===== config.mk =====
export PLATFORM = sky130hd
export DESIGN_NAME = hsse_evaluator
export DESIGN_NICKNAME = d
export VERILOG_FILES = /design/src/hsse_site_cell.v /design/src/hsse_evaluator.v
export VERILOG_INCLUDE_DIRS = /design/src
export SDC_FILE = /design/constraint.sdc
export NUM_CORES = 2
export LEC_CHECK = 0
export BUFFER_PORTS_ARGS = -buffer_cell sky130_fd_sc_hd__buf_2
export CORE_AREA = 2 2 388 390
export DETAILED_ROUTE_END_ITERATION = 16
export DIE_AREA = 0 0 390 392
export PLACE_DENSITY = 0.67
export REMOVE_ABC_BUFFERS = 1
export SETUP_SLACK_MARGIN = 0.05
export SYNTH_ARGS = -nofsm -noshare
export SYNTH_HDL_FRONTEND = slang
export SYNTH_SLANG_ARGS = --single-unit

===== constraint.sdc =====
create_clock -name mclk -period 7.43 [get_ports mclk]
set_input_delay 1.486 -clock mclk [delete_from_list [all_inputs] [get_ports mclk]]
set_output_delay 1.486 -clock mclk [all_outputs]
set_load 0.02 [all_outputs]

===== src/hsse_defines.vh =====
// Constants for the half-space site evaluator: widths, site layout, setup states.
// Assumes inclusion by bare name from each design file that needs it.
`ifndef HSSE_DEFINES_VH
`define HSSE_DEFINES_VH

// ----------------------------------------------------------------------------
// Widths
// ----------------------------------------------------------------------------
`define HSSE_COORD_W     16
`define HSSE_DIFF_W      17
`define HSSE_VAL_W       36
`define HSSE_SUM_W       37

// ----------------------------------------------------------------------------
// Site layout
// ----------------------------------------------------------------------------
`define HSSE_SITES       16
`define HSSE_AXIS        4
`define HSSE_IDX_W       4
`define HSSE_OFS_SHIFT   3
`define HSSE_STEP_FIRST  2'h1
`define HSSE_STEP_LAST   2'h3

// ----------------------------------------------------------------------------
// Setup sequencer states
// ----------------------------------------------------------------------------
`define HSSE_ST_IDLE     2'h0
`define HSSE_ST_BUILD    2'h1
`define HSSE_ST_LOAD     2'h2

`define HSSE_VAL_ZERO    36'h000000000

`endif


===== src/hsse_site_cell.v =====
// One site cell: a site value register, an adder against the shared constant,
// and a registered sign bit. Assumes one clock and a synchronous reset.
`timescale 1ns/1ps
`default_nettype none
`include "hsse_defines.vh"

module hsse_site_cell (
  // Clock and reset
  input  wire                          mclk,
  input  wire                          rst,
  // Site value load
  input  wire                          load_en,
  input  wire signed [`HSSE_VAL_W-1:0] load_val,
  // Shared constant bus
  input  wire                          eval_en,
  input  wire signed [`HSSE_VAL_W-1:0] const_val,
  // Result
  output reg                           sign_out
);

  // --------------------------------------------------------------------------
  // Site value register
  // --------------------------------------------------------------------------
  reg  signed [`HSSE_VAL_W-1:0] site_reg;
  wire signed [`HSSE_SUM_W-1:0] sum_w;

  always @(posedge mclk) begin
    if (rst) begin
      site_reg <= `HSSE_VAL_ZERO;
    end else if (load_en) begin
      site_reg <= load_val;
    end
  end

  // --------------------------------------------------------------------------
  // Single add per update array, sign only
  // --------------------------------------------------------------------------
  // One guard bit keeps the sign right for any pair of operands
  assign sum_w = {site_reg[`HSSE_VAL_W-1], site_reg}
               + {const_val[`HSSE_VAL_W-1], const_val};

  always @(posedge mclk) begin
    if (rst) begin
      sign_out <= 1'b0;
    end else if (eval_en) begin
      sign_out <= sum_w[`HSSE_SUM_W-1];
    end
  end

endmodule // hsse_site_cell

`default_nettype wire


===== src/hsse_evaluator.v =====
// Half-space evaluator: sixteen site cells over a 4x4 update array.
// Assumes the controller supplies site values (direct or via dx/dy setup)
// and the per-array constant; one clock, synchronous active-high reset.
//
// Summary of operation
// - All sixteen sides decided in one evaluation
// - Only sign of edge function is used
// - Site coordinate is origin plus fixed offset
// - Offsets per axis are 0, 8, 16, 24
// - Per site only one addition per array
// - Side is sign of site plus constant
// - One bus carries same constant to all
// - Each site register loaded per edge, held
// - Each cell adds and outputs sign only
// - Sixteen separate boolean side outputs
// - Coordinates are signed 16-bit subpixel values
// - Pixels sampled at subpixel corner (0,0)
`timescale 1ns/1ps
`default_nettype none
`include "hsse_defines.vh"

module hsse_evaluator (
  // Clock and reset
  input  wire                          mclk,
  input  wire                          rst,
  // Direct site value load
  input  wire                          site_wr,
  input  wire [`HSSE_IDX_W-1:0]        site_idx,
  input  wire signed [`HSSE_VAL_W-1:0] site_data,
  // Site value setup from edge deltas
  input  wire                          setup_start,
  input  wire signed [`HSSE_DIFF_W-1:0] setup_dx,
  input  wire signed [`HSSE_DIFF_W-1:0] setup_dy,
  output wire                          setup_busy,
  // Update array constant
  input  wire                          eval_valid,
  input  wire signed [`HSSE_VAL_W-1:0] eval_const,
  output wire                          eval_ready,
  // Side results, one per site, named side_<ysite><xsite>
  output wire                          side_00,
  output wire                          side_01,
  output wire                          side_02,
  output wire                          side_03,
  output wire                          side_10,
  output wire                          side_11,
  output wire                          side_12,
  output wire                          side_13,
  output wire                          side_20,
  output wire                          side_21,
  output wire                          side_22,
  output wire                          side_23,
  output wire                          side_30,
  output wire                          side_31,
  output wire                          side_32,
  output wire                          side_33,
  output reg                           side_valid
);

  // --------------------------------------------------------------------------
  // Declarations
  // --------------------------------------------------------------------------
  reg  [1:0]                    state_reg;
  reg  [1:0]                    state_next;
  reg  [1:0]                    step_reg;
  reg  signed [`HSSE_DIFF_W-1:0] dx_reg;
  reg  signed [`HSSE_DIFF_W-1:0] dy_reg;
  // Column products dx*offsety and row products dy*offsetx
  reg  signed [`HSSE_VAL_W-1:0] ty_reg [0:`HSSE_AXIS-1];
  reg  signed [`HSSE_VAL_W-1:0] tx_reg [0:`HSSE_AXIS-1];
  wire signed [`HSSE_VAL_W-1:0] dx8_w;
  wire signed [`HSSE_VAL_W-1:0] dy8_w;
  wire                          build_load_w;
  wire                          eval_take_w;
  wire [`HSSE_SITES-1:0]        sign_w;
  wire [`HSSE_SITES-1:0]        wr_sel_w;
  integer                       k;

  // --------------------------------------------------------------------------
  // Handshake
  // --------------------------------------------------------------------------
  // Site registers change during setup, so evaluation waits for it
  assign setup_busy   = (state_reg != `HSSE_ST_IDLE);
  assign eval_ready   = ~setup_busy;
  assign eval_take_w  = eval_valid & eval_ready;
  assign build_load_w = (state_reg == `HSSE_ST_LOAD);
  // One-hot site select keeps the index compare out of the generate loop
  assign wr_sel_w     = {{(`HSSE_SITES-1){1'b0}}, 1'b1} << site_idx;

  // --------------------------------------------------------------------------
  // Eight times dx and dy by a left shift of three
  // --------------------------------------------------------------------------
  // Offsets 0, 8, 16, 24 are whole pixels sampled at the corner
  assign dx8_w = {{(`HSSE_VAL_W-`HSSE_DIFF_W-`HSSE_OFS_SHIFT){dx_reg[`HSSE_DIFF_W-1]}},
                  dx_reg, {`HSSE_OFS_SHIFT{1'b0}}};
  assign dy8_w = {{(`HSSE_VAL_W-`HSSE_DIFF_W-`HSSE_OFS_SHIFT){dy_reg[`HSSE_DIFF_W-1]}},
                  dy_reg, {`HSSE_OFS_SHIFT{1'b0}}};

  // --------------------------------------------------------------------------
  // Setup sequencer
  // --------------------------------------------------------------------------
  always @* begin
    state_next = state_reg;
    case (state_reg)
      `HSSE_ST_IDLE: begin
        if (setup_start) begin
          state_next = `HSSE_ST_BUILD;
        end
      end
      `HSSE_ST_BUILD: begin
        if (step_reg == `HSSE_STEP_LAST) begin
          state_next = `HSSE_ST_LOAD;
        end
      end
      `HSSE_ST_LOAD: begin
        state_next = `HSSE_ST_IDLE;
      end
      default: begin
        state_next = `HSSE_ST_IDLE;
      end
    endcase
  end

  always @(posedge mclk) begin
    if (rst) begin
      state_reg <= `HSSE_ST_IDLE;
    end else begin
      state_reg <= state_next;
    end
  end

  // --------------------------------------------------------------------------
  // Product tables, once per edge
  // --------------------------------------------------------------------------
  always @(posedge mclk) begin
    if (rst) begin
      step_reg <= `HSSE_STEP_FIRST;
      dx_reg   <= {`HSSE_DIFF_W{1'b0}};
      dy_reg   <= {`HSSE_DIFF_W{1'b0}};
      for (k = 0; k < `HSSE_AXIS; k = k + 1) begin
        ty_reg[k] <= `HSSE_VAL_ZERO;
        tx_reg[k] <= `HSSE_VAL_ZERO;
      end
    end else if (state_reg == `HSSE_ST_IDLE) begin
      if (setup_start) begin
        // Deltas are differences of signed 16-bit subpixel coordinates
        dx_reg    <= setup_dx;
        dy_reg    <= setup_dy;
        ty_reg[0] <= `HSSE_VAL_ZERO;
        tx_reg[0] <= `HSSE_VAL_ZERO;
        step_reg  <= `HSSE_STEP_FIRST;
      end
    end else if (state_reg == `HSSE_ST_BUILD) begin
      ty_reg[step_reg] <= ty_reg[step_reg - `HSSE_STEP_FIRST] + dx8_w;
      tx_reg[step_reg] <= tx_reg[step_reg - `HSSE_STEP_FIRST] + dy8_w;
      step_reg         <= step_reg + `HSSE_STEP_FIRST;
    end
  end

  // --------------------------------------------------------------------------
  // Site cells
  // --------------------------------------------------------------------------
  // Index is ysite*4 + xsite; the constant bus fans out unchanged
  genvar gi;
  generate
    for (gi = 0; gi < `HSSE_SITES; gi = gi + 1) begin : g_site
      wire                          dir_wr_w;
      wire                          load_w;
      wire signed [`HSSE_VAL_W-1:0] built_w;
      wire signed [`HSSE_VAL_W-1:0] val_w;

      // Direct writes are ignored while setup owns the registers
      assign dir_wr_w = site_wr & ~setup_busy
                      & wr_sel_w[gi];
      assign load_w   = dir_wr_w | build_load_w;
      // Offset pair (xsite, ysite) picks its table entries
      assign built_w  = ty_reg[gi / `HSSE_AXIS]
                      - tx_reg[gi % `HSSE_AXIS];
      assign val_w    = build_load_w ? built_w : site_data;

      hsse_site_cell u_cell (
        .mclk      (mclk),
        .rst       (rst),
        .load_en   (load_w),
        .load_val  (val_w),
        .eval_en   (eval_take_w),
        .const_val (eval_const),
        .sign_out  (sign_w[gi])
      );
    end
  endgenerate

  // --------------------------------------------------------------------------
  // Result strobe
  // --------------------------------------------------------------------------
  // Each taken constant is one update array; tiling order is the caller's
  always @(posedge mclk) begin
    if (rst) begin
      side_valid <= 1'b0;
    end else begin
      side_valid <= eval_take_w;
    end
  end

  // --------------------------------------------------------------------------
  // Separate side outputs
  // --------------------------------------------------------------------------
  assign side_00 = sign_w[0];
  assign side_01 = sign_w[1];
  assign side_02 = sign_w[2];
  assign side_03 = sign_w[3];
  assign side_10 = sign_w[4];
  assign side_11 = sign_w[5];
  assign side_12 = sign_w[6];
  assign side_13 = sign_w[7];
  assign side_20 = sign_w[8];
  assign side_21 = sign_w[9];
  assign side_22 = sign_w[10];
  assign side_23 = sign_w[11];
  assign side_30 = sign_w[12];
  assign side_31 = sign_w[13];
  assign side_32 = sign_w[14];
  assign side_33 = sign_w[15];

endmodule // hsse_evaluator

`default_nettype wire


==> flow_metrics.py <==
metrics = {
    "placed_design": {
        "dp_hpwl_mm": 278,
        "post-place-ws_ps": 1850,
        "placed_cells": 10900,
        "gp_congestion": 1.10,
        "port_buffers": 133,
        "place_area_sq_um": 83400,
    },
    "clock_network": {
        "clock-sinks": 919,
        "post_cts_buffers": 0,
        "cts_tree": "done",
        "root_buffer": "clkbuf_16",
        "clk_path_buf_depth": 3,
        "cts_resized": 0,
        "path_clk_slew_ps": 60,
        "htreeDepth": 3,
        "clk_latency_ps": 790,
        "cts_made_buffers": 110,
        "hold_buffers": 0,
    },
    "layout": {
        "largest_reg_flops": 576,
        "n_fill_cell": 13300,
        "final_cell_area_sq_um": 87300,
        "drive_above_1_share_pct": 6.82,
        "area_growth_pct": 7.49,
        "layout.nets": 10400,
        "final_cells": 11100,
    },
    "sta": {
        "slew_violations": 0,
        "setup_viol": 0,
        "fin_skew_ps": 59.8,
        "fin_crit_sh_pct": 75.0,
        "timing.fmax_ghz": 0.179,
        "rsz0062_at_grt": "no",
        "tns_ps": 0,
        "slew-limit-headroom_pct": 2.27,
        "whs_ps": 465,
        "setup_ws_ps": 1860,
        "hold_viol": 0,
        "period_needed_ps": 5570,
        "worst_slew_pin_slew_ps": 1440,
    },
    "route": {
        "wl_per_cell_um": 32.1,
        "vias_per_cell": 6.98,
        "drt_iter0_markers": 10500,
        "first_pass_iters": 8,
        "via_count": 77400,
        "routed_wirelength_mm": 356,
        "ant_nets": 0,
        "drc": 0,
    },
    "synthesis": {
        "seq_area_frac_synth_pct": 26.2,
        "synth-async-reset-ratio_pct": 0,
        "ys_ff_latch": 919,
        "synth_area_sq_um": 81200,
        "synthCells": 9163,
        "synth-edff-count": 288,
        "synth_area_per_cell_sq_um": 8.86,
        "ys_types": 107,
        "yosys_warnings": 0,
        "synth_top_cell_by_area": "ha_1",
        "synth_top_area_share_pct": 18.3,
        "synth-main-ff-cell": "dfxtp_1",
        "yosys-top-cells-area": "ha_1, dfxtp_1, edfxtp_1",
    },
    "die": {
        "num_rows": 142,
        "initial_core_util_pct": 54.6,
        "ios": 134,
        "core_area_sq_um": 149000,
        "die_x_um": 390,
        "fp.dieArea_sq_um": 153000,
        "dieHeight_um": 392,
    },
    "global_routing": {
        "gr-total-overflow": 0,
        "grt_max_degree": 233,
        "grt_pass1_vias": 72900,
        "grt_pass1_wl_mm": 499,
        "antenna_found_initial": 17,
        "grt_usage_pct": 45.0,
    },
    "status": {
        "violations": "capacitance limit",
        "status": "complete, but fails checks",
    },
    "setup_path": {
        "path_depth": 15,
        "critPathCapture": "ty_reg[2][34]",
        "end_kind": "flop",
        "path_cells": "buf_4 > mux4_2 > ha_1 > a21o_1 > a21oi_1 > o21bai_1 > a22oi_1 > a21oi_1 > buf_4 > a41oi_1 > a21o_1 > a21boi_1 > o41ai_1 > xor2_1 > nor2_1",
        "crit_path_start": "step_reg[0]",
        "crit_buf_inv": 2,
        "crit_path_top_delay_cell": "buf_4",
        "critPathMaxFanout": 50,
        "path_delay_family": "compound AO/OA/AOI/OAI gates",
        "cp_data_required_time_ps": 7930,
        "critical_path_arrival_ps": 6070,
        "critPathMaxStageDelay_ps": 900,
        "r2r_setup_slack_ps": 1860,
        "r2r_end": "ty_reg[2][34]",
        "startpoint_type": "flop",
        "worstReg2RegStart": "step_reg[0]",
        "r2r_cells": 15,
        "worstSetupPathType": "reg -> reg",
    },
    "run": {
        "maxCapViolations": 1,
    },
    "power_and_ir_drop": {
        "total_leakage_power_uw": 0.0401,
        "powerDensity_nw_per_um2": 216,
        "ir_worst_vdd_uv": 232,
    },
    "worst_hold_path": {
        "min-delay-start": "g_site[14].u_cell.sign_out",
        "hold_path_class": "reg -> reg",
        "holdPathStages": 2,
    },
}
cells in the final DEF (no fill, tap or decap), types with 119 or more instances in the layout:
| cell type | synthesis | final |
|---|---|---|
| ha_1 | 1185 | 1184 |
| nor2_1 | 936 | 929 |
| a21oi_1 | 713 | 712 |
| dfxtp_1 | 631 | 630 |
| mux2i_1 | 552 | 552 |
| a21o_1 | 511 | 511 |
| a211oi_1 | 469 | 469 |
| o21ai_0 | 375 | 373 |
| nand2_1 | 375 | 368 |
| xnor2_1 | 325 | 325 |
| inv_1 | 315 | 315 |
| edfxtp_1 | 288 | 288 |
| xor2_1 | 222 | 222 |
| nand4_1 | 166 | 166 |
| o22ai_1 | 141 | 141 |
| buf_2 | 29 | 132 |
| nor2b_1 | 130 | 127 |
| nand3_1 | 122 | 119 |
per-stage QoR:
step           utilization [%]  total power, uW
3_3_place_gp              56.0            12600
3_5_place_dp              56.0            12700
6_report                  58.6            18800
2_1_floorplan                -            10200
5_1_grt                   58.6            19400
4_1_cts                   58.6            18400
cell type report:
| cell class | instances | area [sq um] | share of cell area, % |
|---|---|---|---|
| multi-input cells | 7475 | 57200 | 65.5 |
| clock inverters | 69 | 813 | 0.931 |
| clock buffers | 140 | 3030 | 3.47 |
| inverters | 315 | 1180 | 1.35 |
| flip-flops and latches | 919 | 21300 | 24.4 |
| repair buffers | 222 | 1380 | 1.58 |
| diodes | 9 | 22.5 | 0.0258 |
| well taps | 1944 | 2430 | 2.79 |
cell usage after synthesis (all sizes together), types with 16 or more instances:
cell / count
mux2i: 552
a21boi: 19
o22ai: 142
o21a: 78
nor2: 938
a221oi: 21
a211oi: 470
buf: 66
xor2: 222
o21ai: 398
nor3: 107
or2: 16
and4: 16
nand2b: 122
fa: 18
o211ai: 45
a2111oi: 31
nor2b: 130
a31oi: 80
a22o: 41
a31o: 39
nand2: 375
o21bai: 74
clkbuf: 387
and3: 70
mux4: 72
xnor2: 325
dfxtp: 631
a221o: 16
a21o: 514
o2111ai: 16
and2: 40
nand3: 122
a21oi: 716
a41oi: 23
or3: 36
nand4: 166
o31ai: 35
inv: 315
edfxtp: 288
ha: 1185
worst reg2reg max path, cell delays in order, from the launching register on:
cell and delay [ps]:
dfxtp_4 730, buf_4 920, mux4_2 630, ha_1 370
a21o_1 240, a21oi_1 160, o21bai_1 100, a22oi_1 390
a21oi_1 130, buf_4 190, a41oi_1 420, a21o_1 180
a21boi_1 70, o41ai_1 370, xor2_1 310, nor2_1 90
how the worst min path moves through the flow:
| stage | to |
|---|---|
| 3_3_place_gp | g_site[14].u_cell.sign_out |
| 5_1_grt | g_site[14].u_cell.sign_out |
| 6_report | g_site[14].u_cell.sign_out |
| 3_5_place_dp | g_site[10].u_cell.sign_out |
| 2_1_floorplan | dx_reg[0] |
| 4_1_cts | g_site[14].u_cell.sign_out |
per-layer routing:
metal / GRT usage [%] / up-vias / wire length, um
li1: - / 34200 / -
met1: 62.7 / 37600 / 146000
met2: 61.8 / 4956 / 138000
met3: 20.1 / 645 / 59800
met4: 12.9 / 16 / 11600
met5: 0.989 / - / 345
cell families after synthesis:
kind of cell    synth area share (%)
compound gates                  23.8
simple gates                    12.7
fa+ha+maj                       18.7
flops                           26.2
buf+inv                         3.68
mux                             8.98
xor+xnor                        5.90
power breakdown:
group / internal, uW / total, uW / switching (uW)
registers: 5450 / 5880 / 432
clock network: 3320 / 5850 / 2530
logic: 2450 / 7090 / 4640
total: 11200 / 18800 / 7600
No activity file was read; power rests on OpenSTA's default activity.
